<file path="src/shared/lcd_key_scan_params.svh">
// timing, address and reset constants of the key scan controller
`ifndef LCD_KEY_SCAN_PARAMS_SVH
`define LCD_KEY_SCAN_PARAMS_SVH

// ----------------------------------------------------------------
// clock and scan timing
// ----------------------------------------------------------------
`define LKS_CLK_HZ 20000000
`define LKS_WINDOW_NS 220000
`define LKS_PERIOD_NS 4000000
// least time: round up to whole cycles
`define LKS_WINDOW_CYC ((`LKS_WINDOW_NS * (`LKS_CLK_HZ / 1000000) + 999) / 1000)
`define LKS_PERIOD_CYC ((`LKS_PERIOD_NS * (`LKS_CLK_HZ / 1000000) + 999) / 1000)

// ----------------------------------------------------------------
// addresses
// ----------------------------------------------------------------
`define LKS_PERIPH_DRIVE 7'h42
`define LKS_MEM_RETURN 7'h73
`define LKS_RF_JUDGE 7'h16

// ----------------------------------------------------------------
// fields and reset values
// ----------------------------------------------------------------
`define LKS_JUDGE_DONE_BIT 0
`define LKS_DRIVE_RESET 16'h0000
`define LKS_RETURN_RESET 4'h0

`endif

</file>
<file path="src/shared/lcd_key_scan_pkg.sv">
// types shared by the key scan controller modules
package lcd_key_scan_pkg;

    // ----------------------------------------------------------------
    // scan phase
    // ----------------------------------------------------------------
    typedef enum logic [0:0] {
        SEG_PHASE = 1'b0,
        DRIVE_PHASE = 1'b1
    } scan_phase_e;

    typedef logic [15:0] drive_word_t;
    typedef logic [3:0] return_nib_t;

endpackage : lcd_key_scan_pkg

</file>
<file path="src/hdl/lcd_key_scan_controller.sv">
// key scan controller sharing segment pins with key drive lines
//
// What this block does
// - power-on or clock stop: all segments low
// - power-on or clock stop: both commons low
// - CE reset, halt: segments run, ports hold
// - CE reset, halt: commons keep normal waveform
// - up to 64 keys: 16 drives, 4 returns
// - drive pins time-share segment and key levels
// - drive register loaded from data buffer, shown
// - port mode: drive register feeds pin levels
// - display off, port select 0: no key drive, pins low
// - returns sampled only during drive window
// - return snapshot read at bank 0 73H
// - drive register at 42H, bit per pin
// - window: bit 1 high, bit 0 low
// - port register is the drive register
// - 220 us drive window every 4 ms
// - done flag: set at window end, cleared
// - port select 1 means general outputs
// - key drive needs display and drive enables
`timescale 1ns/10ps
`include "lcd_key_scan_params.svh"
module lcd_key_scan_controller
    import lcd_key_scan_pkg::*;
#(
    parameter int PERIOD_CYC = `LKS_PERIOD_CYC,
    parameter int WINDOW_CYC = `LKS_WINDOW_CYC
) (
    input wire logic clk,
    input wire logic reset,
    input wire logic ce_reset,
    input wire logic halt,
    input wire logic clock_stop,
    input wire logic display_enable_flag,
    input wire logic drive_enable_flag,
    input wire logic port_select_flag,
    input wire logic [29:0] seg_wave,
    input wire logic [1:0] com_wave,
    input wire logic [6:0] periph_addr,
    input wire logic periph_put,
    input wire logic periph_get,
    input wire logic [15:0] dbf_wdata,
    output logic [15:0] periph_rdata,
    input wire logic [6:0] mem_addr,
    input wire logic mem_rd,
    output logic [3:0] mem_rdata,
    input wire logic [6:0] rf_addr,
    input wire logic rf_peek,
    output logic [3:0] rf_rdata,
    input wire logic [3:0] key_return_pins,
    output logic [15:0] shared_port_outputs,
    output logic [13:0] upper_seg_outputs,
    output logic backplane_line_one,
    output logic backplane_line_zero,
    output logic return_pulldown_en
);

    // ----------------------------------------------------------------
    // mode decode
    // ----------------------------------------------------------------
    // port mode wins over display and scan; clock stop wins over all
    wire port_mode;
    wire display_on;
    wire scan_on;
    wire pins_off;

    assign pins_off = clock_stop;
    assign port_mode = port_select_flag && !pins_off;
    assign display_on = display_enable_flag && !pins_off;
    assign scan_on = display_on && drive_enable_flag && !port_select_flag;

    // ----------------------------------------------------------------
    // scan time base
    // ----------------------------------------------------------------
    scan_phase_e phase;
    logic window_end;
    wire in_window;
    wire drive_now;
    wire window_done;

    scan_timer #(
        .PERIOD_CYC(PERIOD_CYC),
        .WINDOW_CYC(WINDOW_CYC)
    ) u_timer (
        .clk(clk),
        .reset(reset),
        .halt_count(clock_stop),
        .phase(phase),
        .window_end(window_end)
    );

    assign in_window = (phase == DRIVE_PHASE);
    assign drive_now = in_window && scan_on;
    assign window_done = window_end && scan_on;

    // ----------------------------------------------------------------
    // return sampling
    // ----------------------------------------------------------------
    return_nib_t return_snap;

    // four return lines by sixteen drives
    return_sampler u_sampler (
        .clk(clk),
        .reset(reset),
        .return_pins(key_return_pins),
        .sample_en(drive_now),
        .window_end(window_done),
        .snapshot(return_snap)
    );

    // ----------------------------------------------------------------
    // register access decode
    // ----------------------------------------------------------------
    wire drive_hit;
    wire drive_write;
    wire drive_read;
    wire return_read;
    wire judge_read;

    assign drive_hit = (periph_addr == `LKS_PERIPH_DRIVE);
    assign drive_write = periph_put && drive_hit;
    assign drive_read = periph_get && drive_hit;
    assign return_read = mem_rd && (mem_addr == `LKS_MEM_RETURN);
    assign judge_read = rf_peek && (rf_addr == `LKS_RF_JUDGE);

    // ----------------------------------------------------------------
    // drive register
    // ----------------------------------------------------------------
    // CE reset leaves it alone so port pins keep their values
    drive_word_t key_drive_data_r;

    always_ff @(posedge clk) begin
        if (reset) begin
            key_drive_data_r <= `LKS_DRIVE_RESET;
        end else if (drive_write) begin
            key_drive_data_r <= dbf_wdata;
        end
    end

    // ----------------------------------------------------------------
    // sample done flag
    // ----------------------------------------------------------------
    logic sample_done_r;
    logic sample_done_nxt;
    wire done_clear;

    assign done_clear = drive_write || judge_read;
    assign sample_done_nxt = window_done ? 1'b1 : (done_clear ? 1'b0 : sample_done_r);

    always_ff @(posedge clk) begin
        if (reset) begin
            sample_done_r <= 1'b0;
        end else begin
            sample_done_r <= sample_done_nxt;
        end
    end

    // ----------------------------------------------------------------
    // read data
    // ----------------------------------------------------------------
    logic [15:0] periph_rdata_r;
    logic [3:0] mem_rdata_r;
    logic [3:0] rf_rdata_r;
    wire [3:0] judge_word;

    assign judge_word = 4'(sample_done_r) << `LKS_JUDGE_DONE_BIT;

    // unmapped reads return zero
    wire [15:0] periph_sel;
    wire [3:0] mem_sel;
    wire [3:0] rf_sel;

    assign periph_sel = drive_read ? key_drive_data_r : 16'h0000;
    assign mem_sel = return_read ? return_snap : 4'h0;
    assign rf_sel = judge_read ? judge_word : 4'h0;

    always_ff @(posedge clk) begin
        if (reset) begin
            periph_rdata_r <= 16'h0000;
            mem_rdata_r <= 4'h0;
            rf_rdata_r <= 4'h0;
        end else begin
            if (periph_get) begin
                periph_rdata_r <= periph_sel;
            end
            // snapshot read while it stands still
            if (mem_rd) begin
                mem_rdata_r <= mem_sel;
            end
            if (rf_peek) begin
                rf_rdata_r <= rf_sel;
            end
        end
    end

    assign periph_rdata = periph_rdata_r;
    assign mem_rdata = mem_rdata_r;
    assign rf_rdata = rf_rdata_r;

    // ----------------------------------------------------------------
    // shared drive pins
    // ----------------------------------------------------------------
    // halt and CE reset change nothing here: segments keep running
    // and port levels come from the untouched drive register
    logic [15:0] shared_nxt;
    logic [15:0] shared_r;

    genvar gi;
    generate
        for (gi = 0; gi < 16; gi++) begin : g_shared
            assign shared_nxt[gi] = port_mode ? key_drive_data_r[gi] :
                                    !display_on ? 1'b0 :
                                    drive_now ? key_drive_data_r[gi] :
                                    seg_wave[gi];
        end
    endgenerate

    always_ff @(posedge clk) begin
        if (reset) begin
            shared_r <= 16'h0000;
        end else begin
            shared_r <= shared_nxt;
        end
    end

    assign shared_port_outputs = shared_r;

    // ----------------------------------------------------------------
    // upper segment pins
    // ----------------------------------------------------------------
    // these carry a zero drive level during the window
    logic [13:0] upper_nxt;
    logic [13:0] upper_r;

    assign upper_nxt = (!display_on || drive_now) ? 14'h0000 : seg_wave[29:16];

    always_ff @(posedge clk) begin
        if (reset) begin
            upper_r <= 14'h0000;
        end else begin
            upper_r <= upper_nxt;
        end
    end

    assign upper_seg_outputs = upper_r;

    // ----------------------------------------------------------------
    // backplane lines
    // ----------------------------------------------------------------
    logic [1:0] com_r;
    wire [1:0] com_nxt;

    assign com_nxt = pins_off ? 2'h0 : com_wave;

    always_ff @(posedge clk) begin
        if (reset) begin
            com_r <= 2'h0;
        end else begin
            com_r <= com_nxt;
        end
    end

    assign backplane_line_one = com_r[1];
    assign backplane_line_zero = com_r[0];

    // ----------------------------------------------------------------
    // return pull-downs
    // ----------------------------------------------------------------
    logic pulldown_r;

    always_ff @(posedge clk) begin
        if (reset) begin
            pulldown_r <= 1'b0;
        end else begin
            pulldown_r <= drive_now;
        end
    end

    assign return_pulldown_en = pulldown_r;

    // ----------------------------------------------------------------
    // status inputs with no effect on this block
    // ----------------------------------------------------------------
    // CE reset and halt leave pins running; kept for the record only
    wire unused_status;
    assign unused_status = ce_reset ^ halt;

endmodule : lcd_key_scan_controller

</file>
<file path="src/hdl/return_sampler.sv">
// key return inputs: synchroniser, window latch and port snapshot
`timescale 1ns/10ps
`include "lcd_key_scan_params.svh"
module return_sampler
    import lcd_key_scan_pkg::*;
(
    input wire logic clk,
    input wire logic reset,
    input wire logic [3:0] return_pins,
    input wire logic sample_en,
    input wire logic window_end,
    output return_nib_t snapshot
);

    return_nib_t meta_r;
    return_nib_t sync_r;
    return_nib_t latch_r;
    return_nib_t snap_r;

    always_ff @(posedge clk) begin
        meta_r <= return_pins;
        sync_r <= meta_r;
    end

    always_ff @(posedge clk) begin
        if (reset) begin
            latch_r <= `LKS_RETURN_RESET;
        end else if (sample_en) begin
            latch_r <= sync_r;
        end
    end

    always_ff @(posedge clk) begin
        if (reset) begin
            snap_r <= `LKS_RETURN_RESET;
        end else if (window_end) begin
            snap_r <= latch_r;
        end
    end

    assign snapshot = snap_r;

endmodule : return_sampler

</file>
<file path="src/hdl/scan_timer.sv">
// time base: drive window at the start of each scan period
`timescale 1ns/10ps
`include "lcd_key_scan_params.svh"
module scan_timer
    import lcd_key_scan_pkg::*;
#(
    parameter int PERIOD_CYC = `LKS_PERIOD_CYC,
    parameter int WINDOW_CYC = `LKS_WINDOW_CYC
) (
    input wire logic clk,
    input wire logic reset,
    input wire logic halt_count,
    output scan_phase_e phase,
    output logic window_end
);

    localparam int CW = $clog2(PERIOD_CYC + 1);
    localparam logic [CW-1:0] LAST = CW'(PERIOD_CYC - 1);
    localparam logic [CW-1:0] WIN = CW'(WINDOW_CYC);

    logic [CW-1:0] cnt_r;
    logic [CW-1:0] cnt_nxt;
    scan_phase_e phase_r;
    scan_phase_e phase_nxt;
    logic end_r;
    logic end_nxt;

    assign cnt_nxt = (cnt_r == LAST) ? '0 : cnt_r + CW'(1);
    assign phase_nxt = (cnt_nxt < WIN) ? DRIVE_PHASE : SEG_PHASE;
    assign end_nxt = (phase_r == DRIVE_PHASE) && (phase_nxt == SEG_PHASE);

    always_ff @(posedge clk) begin
        if (reset || halt_count) begin
            // park at the last count so the first window is full length
            cnt_r <= LAST;
            phase_r <= SEG_PHASE;
            end_r <= 1'b0;
        end else begin
            cnt_r <= cnt_nxt;
            phase_r <= phase_nxt;
            end_r <= end_nxt;
        end
    end

    assign phase = phase_r;
    assign window_end = end_r;

endmodule : scan_timer

</file>
<file path="config.mk">
export PLATFORM = sky130hd
export DESIGN_NAME = lcd_key_scan_controller
export DESIGN_NICKNAME = d
export VERILOG_FILES = /design/src/shared/lcd_key_scan_pkg.sv /design/src/hdl/lcd_key_scan_controller.sv /design/src/hdl/return_sampler.sv /design/src/hdl/scan_timer.sv
export VERILOG_INCLUDE_DIRS = /design/src /design/src/shared
export SDC_FILE = /design/constraint.sdc
export NUM_CORES = 1
export LEC_CHECK = 0
export BUFFER_PORTS_ARGS = -buffer_cell sky130_fd_sc_hd__buf_2
export CORE_MARGIN = 2
export CORE_UTILIZATION = 45
export CTS_CLUSTER_DIAMETER = 60
export DETAILED_ROUTE_END_ITERATION = 8
export PLACE_DENSITY = 0.73
export SETUP_SLACK_MARGIN = 0.4
export SLEW_MARGIN = 25
export SYNTH_ARGS = -nofsm -noshare
export SYNTH_HDL_FRONTEND = slang
export SYNTH_HIERARCHICAL = 1
export SYNTH_SLANG_ARGS = --single-unit
</file>
<file path="constraint.sdc">
create_clock -name clk -period 2.2 [get_ports clk]
set_clock_uncertainty 0.15 [all_clocks]
set_input_delay 0.22 -clock clk [delete_from_list [all_inputs] [get_ports clk]]
set_output_delay 0.22 -clock clk [all_outputs]
set_load 0.02 [all_outputs]
</file>
=== Word level (Yosys, flattened, before mapping) ===
Index checks and enable logic that the tools add are counted.

* Bits in registers: 109
* Bits in latches: 0
* RAM bits: 0
* ROM bits: 0
* Bits of input ports: 85
* Output and inout port bits: 57
* Logic and storage cells: 98
* Memories kept: 0

* $add $sub $neg: 1
* Multipliers: 0
* Divide/modulo/power cells: 0
* Order comparisons: 1
* Eq/ne operators: 4
* Shift operators: 0
* Mux-type cells: 55
* Bitwise operators: 1
* Reductions and logical operators: 20

{| class="wikitable"
|+ Operator list
! cell !! number
|-
| $mux W1 || 52
|-
| $add A17 B1 Y17 const B || 1
|-
| $eq A17 B17 Y1 const B || 1
|-
| $lt A17 B13 Y1 const B || 1
|-
| $mux W17 || 1
|-
| $mux W16 || 1
|-
| $eq A7 B7 Y1 const B || 2
|-
| $logic_and A1 B1 Y1 || 11
|-
| $eq A7 B5 Y1 const B || 1
|-
| $mux W4 || 1
|-
| $reduce_or A2 Y1 || 2
|-
| $logic_not A1 Y1 || 3
|-
| $logic_or A1 B1 Y1 || 3
|-
| $reduce_bool A2 Y1 || 1
|-
| $not A1 Y1 || 1
|}

=== Depth between registers and ports, before layout ===
Gate-level depths: netlist (run 1).

* Depth after elaboration: 8
* Mapped depth: 7
* Gate-level depth less buffers: 7

=== By module ===
Netlist (run 1), hierarchy kept.

{| class="wikitable"
|+ Modules (own cells, without submodules)
! module !! instances !! cells an instance !! area each (um^2) !! seq. area each (um^2)
|-
| lcd_key_scan_controller || 1 || 275 || 2,695.1 || 1,421.4
|-
| scan_timer || 1 || 118 || 1,039.7 || 380.4
|-
| return_sampler || 1 || 35 || 444.2 || 320.3
|}

=== Least setup slack after synthesis (run 1) ===
OpenSTA, ideal clock, no wires.

* Path type: register to register
* Start point: register u_timer.cnt_r[0]
* End point: register u_timer.end_r, in the netlist u_timer/window_end
* Setup time: 0.116 ns
* Arrival: 1.810 ns
* Required time: 1.934 ns
* Slack: 0.124 ns
* Stages on the path, launching flop included: 8
* Buffers on the path: 0
* Clock period less this slack: 2.076 ns
* Path through: dfxtp_1 > ha_1 > nand3_2 > nor4_4 > and4_1 > o31a_1 > o21ai_1 > o211a_1

* Cells in the longest elaborated chain, start to end: 6
* Elaborated cells on any way between the ends: 7
* Those cells by class: add/sub (1); order compare (1); eq/ne (1); mux (2); bitwise (1); reduce/logical (1)

{| class="wikitable"
|+ Ends and longest elaborated chain
! element !! line !! RTL
|-
| start: declaration || scan_timer.sv:21 || <nowiki>logic [CW-1:0] cnt_r;</nowiki>
|-
| start signal: assignment || scan_timer.sv:39 || <nowiki>cnt_r <= cnt_nxt;</nowiki>
|-
| $add A17 B1 Y17 / $eq A17 B17 Y1 (equally long branches) || scan_timer.sv:28 || <nowiki>assign cnt_nxt = (cnt_r == LAST) ? '0 : cnt_r + CW'(1);</nowiki>
|-
| $mux W17 (*) || scan_timer.sv:28 ||
|-
| $lt A17 B13 Y1 (*) || scan_timer.sv:29 || <nowiki>assign phase_nxt = (cnt_nxt < WIN) ? DRIVE_PHASE : SEG_PHASE;</nowiki>
|-
| $mux W1 (*) || scan_timer.sv:29 ||
|-
| $not A1 Y1 (*) || scan_timer.sv:30 || <nowiki>assign end_nxt = (phase_r == DRIVE_PHASE) && (phase_nxt == SEG_PHASE);</nowiki>
|-
| $logic_and A1 B1 Y1 (*) || scan_timer.sv:30 ||
|-
| end signal: assignment || scan_timer.sv:41 || <nowiki>end_r <= end_nxt;</nowiki>
|-
| end: declaration || scan_timer.sv:25 || <nowiki>logic end_r;</nowiki>
|}

Every way passes the cells marked *; elsewhere a longest branch is shown, timed or not.
A chain may end at the register's enable or synchronous reset.

=== Worst setup path in the final report (run 1) ===
* Start point: register u_timer.cnt_r[10]
* End point: register u_timer.end_r, in the netlist u_timer/window_end

Same word-level chain as after synthesis.

==> results of run 1 <==
cell type report:
class                      instances  area, sq um  area share
timing repair buffer             218         1460       0.243
clock inverter                     7         81.3      0.0136
clock buffer                       9          124      0.0207
multi-input combinational        285         2000       0.334
tap                              111          139      0.0232
inverter                           7         26.3     0.00439
sequential                       106         2160       0.360
critical path, delay by kind of cell (launching register included):
family,cells,cell delay (ps)
and+or+nand+nor,4,930
AOI/OAI and AO/OA,2,270
DFF,1,330
buffers and inverters,1,160
routing by layer:
metal  track usage  wire length [um]
met1         0.260              4720
met2         0.375              5490
met3        0.0362               720
met4        0.0854               208
met5             0                 0
cells by family after synthesis:
| family | share of synthesized area |
|---|---|
| buffers and inverters | 0.0470 |
| other | 0.000897 |
| DFF | 0.508 |
| adders and majority gates | 0.00299 |
| and+or+nand+nor | 0.237 |
| muxes | 0.0575 |
| xor gates and xnor gates | 0.0293 |
| AOI/OAI and AO/OA | 0.117 |
worst max-delay path by stage:
stage,start,to,slack (ps)
2_1_floorplan,u_timer/cnt_r[0],u_timer/window_end,280
3_3_place_gp,u_timer/cnt_r[4],u_timer/window_end,190
3_5_place_dp,u_timer/cnt_r[0],u_timer/window_end,140
4_1_cts,u_timer/cnt_r[1],u_timer/window_end,280
5_1_grt,u_timer/cnt_r[10],u_timer/phase,180
6_report,u_timer/cnt_r[10],u_timer/window_end,270
where the power goes:
group	internal [mW]	switching (mW)	total, mW
clock	0.453	0.737	1.19
combinational	0.349	0.332	0.680
sequential	1.97	0.0488	2.02
layout by cell type (no fill, tap or decap), types with 3 or more instances in the layout:
| master | count |
|---|---|
| sky130_fd_sc_hd__nor2_1 | 42 |
| sky130_fd_sc_hd__and2_1 | 16 |
| sky130_fd_sc_hd__nand2_1 | 28 |
| sky130_fd_sc_hd__nor3_1 | 5 |
| sky130_fd_sc_hd__inv_1 | 7 |
| sky130_fd_sc_hd__a32oi_1 | 20 |
| sky130_fd_sc_hd__dlygate4sd3_1 | 53 |
| sky130_fd_sc_hd__nand3_1 | 22 |
| sky130_fd_sc_hd__nand2b_1 | 18 |
| sky130_fd_sc_hd__nor4_2 | 3 |
| sky130_fd_sc_hd__buf_4 | 26 |
| sky130_fd_sc_hd__buf_2 | 136 |
| sky130_fd_sc_hd__o21ai_1 | 10 |
| sky130_fd_sc_hd__o21ai_0 | 15 |
| sky130_fd_sc_hd__mux2i_1 | 24 |
| sky130_fd_sc_hd__a21oi_1 | 17 |
| sky130_fd_sc_hd__clkbuf_8 | 9 |
| sky130_fd_sc_hd__dfxtp_1 | 93 |
| sky130_fd_sc_hd__xor2_1 | 6 |
| sky130_fd_sc_hd__xnor2_1 | 7 |
| sky130_fd_sc_hd__clkinv_4 | 3 |
| sky130_fd_sc_hd__nand3_4 | 3 |
| sky130_fd_sc_hd__conb_1 | 3 |
| sky130_fd_sc_hd__dfxtp_2 | 5 |
| sky130_fd_sc_hd__dfxtp_4 | 8 |
through the flow:
| stage | hold slack [ps] | utilization | cell area, sq um |
|---|---|---|---|
| after floorplan | 97.7 | - | 4210 |
| after global placement | 160 | 0.548 | 4990 |
| after detailed placement | 170 | 0.548 | 4990 |
| after CTS | 8.77 | 0.646 | 5890 |
| after global routing | 30.4 | 0.657 | 5990 |
| final | 23.3 | 0.657 | 5990 |
timing repair:
item / in CTS / in global routing
gates cloned: 0 / 0
resized for setup: 22 / 13
endpoints found under the setup margin: 7 / 7
hold buffers: 53 / 0
pin swaps: 9 / 5
hold endpoints to repair: 53 / 0
setup buffers: 10 / 5
registers in the layout, summed over array words and instances, names as in the netlist:
name,count
key_drive_data_r,16
shared_port_outputs,16
periph_rdata,16
upper_seg_outputs,14
u_timer/cnt_r,17
u_timer/phase,1
u_sampler/meta_r,4
u_sampler/sync_r,4
com_r,2
mem_rdata,4
rf_rdata,1
sample_done_r,1
u_sampler/snapshot,4
u_timer/window_end,1
return_pulldown_en,1
u_sampler/latch_r,4
==> impl_results.html, run 1 <==
<table>
<tr><th>Metric</th><th>Value</th></tr>
<tr><th colspan="2">Logic synthesis</th></tr>
<tr><td>Cell with the most instances after synthesis</td><td>sky130_fd_sc_hd__dfxtp_1</td></tr>
<tr><td>Synth Area per Inst</td><td>9.76 sq um</td></tr>
<tr><td>Most frequently used flop master after synthesis</td><td>sky130_fd_sc_hd__dfxtp_1</td></tr>
<tr><td>Portion of the post-synthesis area used by sequential elements</td><td>0.508</td></tr>
<tr><td>Top cells by area in the synthesized netlist</td><td>sky130_fd_sc_hd__dfxtp_1, sky130_fd_sc_hd__mux2i_1, sky130_fd_sc_hd__a32oi_1, sky130_fd_sc_hd__nor2_1, sky130_fd_sc_hd__nand2b_1</td></tr>
<tr><td>Post-synth top cells</td><td>sky130_fd_sc_hd__dfxtp_1, sky130_fd_sc_hd__nor2_1, sky130_fd_sc_hd__nand2_1, sky130_fd_sc_hd__mux2i_1, sky130_fd_sc_hd__nand3_1</td></tr>
<tr><td>Flops &amp; latches, synth</td><td>106</td></tr>
<tr><td>Largest area contributor in the synthesized netlist</td><td>sky130_fd_sc_hd__dfxtp_1</td></tr>
<tr><td>Number of warning messages in the yosys log</td><td>6</td></tr>
<tr><td>Post-synth EDFFs</td><td>0</td></tr>
<tr><td>Cell area after synthesis</td><td>4180 sq um</td></tr>
<tr><td>Share of synthesized flip-flops with an asynchronous set or reset</td><td>0</td></tr>
<tr><td>Fraction of synthesized cell area taken by the top area cell type</td><td>0.508</td></tr>
<tr><td>Cells after synthesis</td><td>428</td></tr>
<tr><td>Synth cell types</td><td>57</td></tr>
<tr><th colspan="2">Placement</th></tr>
<tr><td>Final weighted congestion in routability-driven placement</td><td>0.823</td></tr>
<tr><td>Placed Cells incl. Taps</td><td>659</td></tr>
<tr><td>Half-perimeter wire length after placement</td><td>6870 um</td></tr>
<tr><td>IO buf count</td><td>136</td></tr>
<tr><td>Post-place setup slack</td><td>135 ps</td></tr>
<tr><th colspan="2">Detailed routing</th></tr>
<tr><td>Post-DRT Antenna Nets</td><td>0</td></tr>
<tr><td>Vias per std cell</td><td>5.20</td></tr>
<tr><td>Total via count after detailed routing</td><td>3865</td></tr>
<tr><td>DRT iter0 DRCs</td><td>166</td></tr>
<tr><td>First-pass DRT Iterations</td><td>4</td></tr>
<tr><td>Wire per inst</td><td>15.0 um</td></tr>
<tr><td>Remaining routing DRC violations</td><td>0</td></tr>
<tr><td>Wire length after detailed routing</td><td>11100 um</td></tr>
<tr><th colspan="2">Layout</th></tr>
<tr><td>Total of fill cells in the finished design</td><td>707</td></tr>
<tr><td>Net count, final</td><td>713</td></tr>
<tr><td>Count of placed standard cells in the final layout, fillers left out</td><td>743</td></tr>
<tr><td>Number of antenna repair diodes</td><td>0</td></tr>
<tr><td>Layout overhead on the synthesized area</td><td>43.3%</td></tr>
<tr><td>Fraction of final layout cells sized beyond drive strength 1</td><td>0.350</td></tr>
<tr><th colspan="2">Worst setup path</th></tr>
<tr><td>Data required time at the worst endpoint</td><td>2310 ps</td></tr>
<tr><td>Reg-to-reg endpoint</td><td>u_timer/window_end</td></tr>
<tr><td>RR Startpoint</td><td>u_timer/cnt_r[10]</td></tr>
<tr><td>Crit path max-delay cell type</td><td>sky130_fd_sc_hd__dfxtp_1</td></tr>
<tr><td>Delay of the slowest cell on the worst path</td><td>330 ps</td></tr>
<tr><td>CP startpoint kind</td><td>register</td></tr>
<tr><td>Ordered list of cells on the worst path</td><td>buf_4 &gt; nor4b_2 &gt; nand2_1 &gt; nor4_4 &gt; nand2b_1 &gt; a31oi_4 &gt; o211a_1</td></tr>
<tr><td>Critical setup path kind</td><td>reg2reg</td></tr>
<tr><td>Data arrival time of the critical path</td><td>2040 ps</td></tr>
<tr><td>Crit path capture type</td><td>register</td></tr>
<tr><td>Largest fanout on the critical path</td><td>7</td></tr>
<tr><td>Worst setup slack for register-to-register paths</td><td>270 ps</td></tr>
<tr><td>Number of cells traversed by the worst register-to-register path</td><td>7</td></tr>
<tr><th colspan="2">STA</th></tr>
<tr><td>Max Freq</td><td>0.518 GHz</td></tr>
<tr><td>Final period utilization</td><td>0.877</td></tr>
<tr><td>Number of slew-limit violations in the final report</td><td>0</td></tr>
<tr><td>Setup WS post-layout</td><td>271 ps</td></tr>
<tr><td>Slew margin rel.</td><td>0.604</td></tr>
<tr><td>Final TNS setup</td><td>0 ps</td></tr>
<tr><td>Final hold viol count</td><td>0</td></tr>
<tr><td>Unrepaired setup endpoints after global routing</td><td>true</td></tr>
<tr><td>Worst-Margin Slew</td><td>594 ps</td></tr>
<tr><td>Fin crit period</td><td>1930 ps</td></tr>
<tr><td>Count of endpoints failing setup in the final report</td><td>0</td></tr>
<tr><th colspan="2">Clock network</th></tr>
<tr><td>Htree depth</td><td>3</td></tr>
<tr><td>CTS sink cnt</td><td>106</td></tr>
<tr><td>Clock tree from TritonCTS</td><td>yes</td></tr>
<tr><td>Worst skew pair latency</td><td>360 ps</td></tr>
<tr><td>Deepest clock path buffer count</td><td>2</td></tr>
<tr><td>Clock Tree Root</td><td>sky130_fd_sc_hd__clkbuf_8</td></tr>
<tr><td>Clk pin slew, worst setup/hold paths</td><td>100 ps</td></tr>
<tr><td>CTS Buf Count</td><td>9</td></tr>
<tr><th colspan="2">Die</th></tr>
<tr><td>Total number of placement rows</td><td>35</td></tr>
<tr><td>Core Box Area</td><td>9110 sq um</td></tr>
<tr><td>Height of the chip</td><td>100 um</td></tr>
<tr><td>Number of top-level pins</td><td>142</td></tr>
<tr><td>Die outline area</td><td>10100 sq um</td></tr>
<tr><td>Initial Utilization</td><td>0.459</td></tr>
<tr><td>Die extent in x</td><td>100 um</td></tr>
<tr><th colspan="2">Global routing</th></tr>
<tr><td>Pin count of the biggest net entering global routing</td><td>59</td></tr>
<tr><td>Gr usage total</td><td>0.214</td></tr>
<tr><td>Number of global-route vias before repair</td><td>3813</td></tr>
<tr><td>First-pass GRT wire length</td><td>17300 um</td></tr>
<tr><td>Number of antenna violations at the first check in global routing</td><td>0</td></tr>
<tr><td>Leftover overflow at the end of global routing</td><td>0</td></tr>
<tr><th colspan="2">Job</th></tr>
<tr><td>Max Cap Violations</td><td>0</td></tr>
<tr><th colspan="2">Hold path</th></tr>
<tr><td>Min-delay src</td><td>clock_stop</td></tr>
<tr><td>Hold endpoint</td><td>u_timer/phase</td></tr>
<tr><td>Hold/Removal Path Class</td><td>in2reg</td></tr>
<tr><td>Cells on Worst Hold Path</td><td>2</td></tr>
<tr><th colspan="2">Power and ir drop</th></tr>
<tr><td>Power Total</td><td>3.89 mW</td></tr>
<tr><td>Worst IR Drop VDD</td><td>494 uV</td></tr>
<tr><td>Power Dens Cells</td><td>650 nW/um^2</td></tr>
<tr><td>Cell leakage power</td><td>2.52 nW</td></tr>
<tr><th colspan="2">Outcome</th></tr>
<tr><td>Run status</td><td>completed</td></tr>
</table>
Power figures use the tool's default switching activity.
==> run 2: changes to the inputs <==
--- a/config.mk
+++ b/config.mk
@@ -12,7 +12,7 @@
 export CTS_CLUSTER_DIAMETER = 60
 export DETAILED_ROUTE_END_ITERATION = 8
 export PLACE_DENSITY = 0.73
-export SETUP_SLACK_MARGIN = 0.4
+export SETUP_SLACK_MARGIN = 0.02
 export SLEW_MARGIN = 25
 export SYNTH_ARGS = -nofsm -noshare
 export SYNTH_HDL_FRONTEND = slang
==> run 2 against run 1 <==
  * Critical path depth did not move
  * Setup slack got worse by 140 ps
  * Die area unchanged
  * Register-to-register slack got worse by 140 ps
  * Global-route usage is 1.4 points lower
  * Routed wire length fell by 6.7%
  * Maximum frequency down 6.6%
  * Total power decreased by 4.3%
  * Count of clock-buffer cells in the layout did not move
  * Via count down 2.9%
==> impl_results.html, run 2 (synthesized netlist as in run 1, its figures left out) <==
<table>
<tr><th>Metric</th><th>Value</th></tr>
<tr><th colspan="2">Detailed routing</th></tr>
<tr><td>Post-DRT Antenna Nets</td><td>0 (unchanged)</td></tr>
<tr><td>DRT iter0 DRCs</td><td>133 (was 166)</td></tr>
<tr><td>Total via count after detailed routing</td><td>3752 (was 3865)</td></tr>
<tr><td>Wire per inst</td><td>14.3 um (was 15.0 um)</td></tr>
<tr><td>Wire length after detailed routing</td><td>10400 um (was 11100 um)</td></tr>
<tr><td>First-pass DRT Iterations</td><td>4 (unchanged)</td></tr>
<tr><td>Vias per std cell</td><td>5.16 (was 5.20)</td></tr>
<tr><td>Remaining routing DRC violations</td><td>0 (unchanged)</td></tr>
<tr><th colspan="2">Clock network</th></tr>
<tr><td>Clk pin slew, worst setup/hold paths</td><td>110 ps (was 100 ps)</td></tr>
<tr><td>CTS sink cnt</td><td>106 (unchanged)</td></tr>
<tr><td>Htree depth</td><td>3 (unchanged)</td></tr>
<tr><td>Worst skew pair latency</td><td>360 ps (about the same)</td></tr>
<tr><td>CTS Buf Count</td><td>9 (unchanged)</td></tr>
<tr><td>Clock Tree Root</td><td>sky130_fd_sc_hd__clkbuf_8 (unchanged)</td></tr>
<tr><td>Deepest clock path buffer count</td><td>2 (unchanged)</td></tr>
<tr><td>Clock tree from TritonCTS</td><td>yes (unchanged)</td></tr>
<tr><th colspan="2">Global routing</th></tr>
<tr><td>First-pass GRT wire length</td><td>16400 um (was 17300 um)</td></tr>
<tr><td>Pin count of the biggest net entering global routing</td><td>53 (was 59)</td></tr>
<tr><td>Number of global-route vias before repair</td><td>3623 (was 3813)</td></tr>
<tr><td>Leftover overflow at the end of global routing</td><td>0 (unchanged)</td></tr>
<tr><td>Gr usage total</td><td>0.200 (was 0.214)</td></tr>
<tr><td>Number of antenna violations at the first check in global routing</td><td>0 (unchanged)</td></tr>
<tr><th colspan="2">Hold path</th></tr>
<tr><td>Min-delay src</td><td>rf_peek (was clock_stop)</td></tr>
<tr><td>Cells on Worst Hold Path</td><td>3 (was 2)</td></tr>
<tr><td>Hold/Removal Path Class</td><td>in2reg (unchanged)</td></tr>
<tr><td>Hold endpoint</td><td>rf_rdata[0] (was u_timer/phase)</td></tr>
<tr><th colspan="2">Job</th></tr>
<tr><td>Max Cap Violations</td><td>0 (unchanged)</td></tr>
<tr><th colspan="2">STA</th></tr>
<tr><td>Final period utilization</td><td>0.939 (was 0.877)</td></tr>
<tr><td>Worst-Margin Slew</td><td>592 ps (was 594 ps)</td></tr>
<tr><td>Final TNS setup</td><td>0 ps (unchanged)</td></tr>
<tr><td>Unrepaired setup endpoints after global routing</td><td>false (was true)</td></tr>
<tr><td>Setup WS post-layout</td><td>134 ps (was 271 ps)</td></tr>
<tr><td>Number of slew-limit violations in the final report</td><td>0 (unchanged)</td></tr>
<tr><td>Slew margin rel.</td><td>0.606 (was 0.604)</td></tr>
<tr><td>Fin crit period</td><td>2070 ps (was 1930 ps)</td></tr>
<tr><td>Final hold viol count</td><td>0 (unchanged)</td></tr>
<tr><td>Count of endpoints failing setup in the final report</td><td>0 (unchanged)</td></tr>
<tr><td>Final Hold Slack</td><td>26.7 ps (was 23.3 ps)</td></tr>
<tr><td>Max Freq</td><td>0.484 GHz (was 0.518 GHz)</td></tr>
<tr><th colspan="2">Placement</th></tr>
<tr><td>Post-place setup slack</td><td>75.1 ps (was 135 ps)</td></tr>
<tr><td>IO buf count</td><td>136 (unchanged)</td></tr>
<tr><td>Half-perimeter wire length after placement</td><td>6990 um (was 6870 um)</td></tr>
<tr><td>Final weighted congestion in routability-driven placement</td><td>0.837 (was 0.823)</td></tr>
<tr><th colspan="2">Layout</th></tr>
<tr><td>Net count, final</td><td>697 (was 713)</td></tr>
<tr><td>Number of antenna repair diodes</td><td>0 (unchanged)</td></tr>
<tr><td>Largest register FFs</td><td>17 (unchanged)</td></tr>
<tr><td>Top register by number of flip-flops</td><td>u_timer/cnt_r (unchanged)</td></tr>
<tr><td>Area of the multi-input gates</td><td>1920 sq um (was 2000 sq um)</td></tr>
<tr><td>Total of fill cells in the finished design</td><td>754 (was 707)</td></tr>
<tr><td>Most common cell after layout, fill and taps aside</td><td>sky130_fd_sc_hd__buf_2 (unchanged)</td></tr>
<tr><td>Fraction of final layout cells sized beyond drive strength 1</td><td>0.300 (was 0.350)</td></tr>
<tr><td>Sequential standard cell area</td><td>2120 sq um (was 2160 sq um)</td></tr>
<tr><td>Leading cell types in the layout, fill and taps excluded</td><td>sky130_fd_sc_hd__buf_2, sky130_fd_sc_hd__dfxtp_1, sky130_fd_sc_hd__dlygate4sd3_1 (unchanged)</td></tr>
<tr><td>Layout overhead on the synthesized area</td><td>37.2% (was 43.3%)</td></tr>
<tr><th colspan="2">Worst setup path</th></tr>
<tr><td>CP startpoint kind</td><td>register (unchanged)</td></tr>
<tr><td>Crit path max-delay cell type</td><td>sky130_fd_sc_hd__dfxtp_1 (unchanged)</td></tr>
<tr><td>Number of cells traversed by the worst register-to-register path</td><td>7 (unchanged)</td></tr>
<tr><td>Worst setup slack for register-to-register paths</td><td>130 ps (was 270 ps)</td></tr>
<tr><td>Reg-to-reg endpoint</td><td>u_timer/window_end (unchanged)</td></tr>
<tr><td>Largest fanout on the critical path</td><td>6 (was 7)</td></tr>
<tr><td>Crit path capture type</td><td>register (unchanged)</td></tr>
<tr><td>Critical setup path kind</td><td>reg2reg (unchanged)</td></tr>
<tr><td>Worst path top cell family by delay</td><td>simple AND/OR/NAND/NOR gates (unchanged)</td></tr>
<tr><td>Crit path buf inv count</td><td>1 (unchanged)</td></tr>
<tr><td>Ordered list of cells on the worst path</td><td>nand4_1 &gt; buf_4 &gt; nor3_4 &gt; or4b_1 &gt; nand3_1 &gt; a31oi_1 &gt; o211a_1 (was buf_4 &gt; nor4b_2 &gt; nand2_1 &gt; nor4_4 &gt; nand2b_1 &gt; a31oi_4 &gt; o211a_1)</td></tr>
<tr><td>RR Startpoint</td><td>u_timer/cnt_r[3] (was u_timer/cnt_r[10])</td></tr>
<tr><td>Delay of the slowest cell on the worst path</td><td>470 ps (was 330 ps)</td></tr>
<tr><td>Data required time at the worst endpoint</td><td>2310 ps (about the same)</td></tr>
<tr><td>Data arrival time of the critical path</td><td>2180 ps (was 2040 ps)</td></tr>
<tr><th colspan="2">Power and ir drop</th></tr>
<tr><td>Power Dens Cells</td><td>649 nW/um^2 (was 650 nW/um^2)</td></tr>
<tr><td>Worst IR Drop VDD</td><td>377 uV (was 494 uV)</td></tr>
<tr><td>Cell leakage power</td><td>2.42 nW (was 2.52 nW)</td></tr>
<tr><th colspan="2">Die</th></tr>
<tr><td>Number of top-level pins</td><td>142 (unchanged)</td></tr>
<tr><td>Die outline area</td><td>10100 sq um (unchanged)</td></tr>
<tr><td>Die extent in x</td><td>100 um (unchanged)</td></tr>
<tr><td>Core Box Area</td><td>9110 sq um (unchanged)</td></tr>
<tr><td>Initial Utilization</td><td>0.459 (unchanged)</td></tr>
<tr><td>Height of the chip</td><td>100 um (unchanged)</td></tr>
<tr><td>Total number of placement rows</td><td>35 (unchanged)</td></tr>
<tr><th colspan="2">Outcome</th></tr>
<tr><td>Run status</td><td>completed (unchanged)</td></tr>
</table>
-- run 2: changes by cell type in the layout (fill, tap and decap cells not counted), moves of 2 or more --
cell	before	now
sky130_fd_sc_hd__dfxtp_4	8	0
sky130_fd_sc_hd__clkinv_4	3	1
sky130_fd_sc_hd__dfxtp_2	5	2
sky130_fd_sc_hd__o31ai_1	0	2
sky130_fd_sc_hd__dfxtp_1	93	104
sky130_fd_sc_hd__buf_4	26	12
-- run 2: worst max-delay path by stage --
stage,start,to,slack (ps),cells after the start
finish,u_timer/cnt_r[3],u_timer/window_end,130,7
global placement,u_timer/cnt_r[3],u_timer/window_end,130,6
floorplan,u_timer/cnt_r[0],u_timer/window_end,120,7
global route,u_timer/cnt_r[3],u_timer/window_end,20,7
detailed placement,u_timer/cnt_r[3],u_timer/window_end,80,6
CTS,u_timer/cnt_r[0],u_timer/window_end,60,7
-- run 2: power breakdown --
part	internal, mW	total [mW]	switching, mW	leakage [nW]
clock	0.454	1.17	0.714	0.100
sequential	1.97	2.02	0.0484	0.861
combinational	0.261	0.537	0.276	1.45
-- run 2: through the flow --
stage          instances  cell area (sq um)  power, mW  utilization
6_report             727               5740       3.72        0.630
4_1_cts              726               5700       3.75        0.626
3_5_place_dp         657               4960       2.50        0.545
3_3_place_gp         657               4960       2.49        0.545
2_1_floorplan        430               4190       2.34            -
5_1_grt              727               5740       3.89        0.630
-- run 2: final cells by class --
cell class / count / area share
clock inverters: 7 / 0.0148
multi-input cells: 285 / 0.334
flip-flops and latches: 106 / 0.370
inverters: 7 / 0.00458
well taps: 111 / 0.0242
repair buffers: 202 / 0.230
clock buffers: 9 / 0.0216
-- run 2: what timing repair did --
item	CTS	global route
buffers inserted	0	1
hold buffers	53	0
gates resized for setup	0	6
setup endpoints to repair	0	2
endpoints found under the hold margin	54	0
-- run 2: routing by layer --
layer  up-vias  routed length (um)  global-route usage
li1       1865                   -                   -
met2       127                5130               0.356
met4         0                  41              0.0464
met5         -                   0                   0
met1      1756                4490               0.246
met3         4                 713              0.0432
-- run 2: worst min-delay path: stages --
cell and delay (ps):
sky130_fd_sc_hd__buf_2 80, sky130_fd_sc_hd__o32ai_1 70, sky130_fd_sc_hd__nor2b_1 120
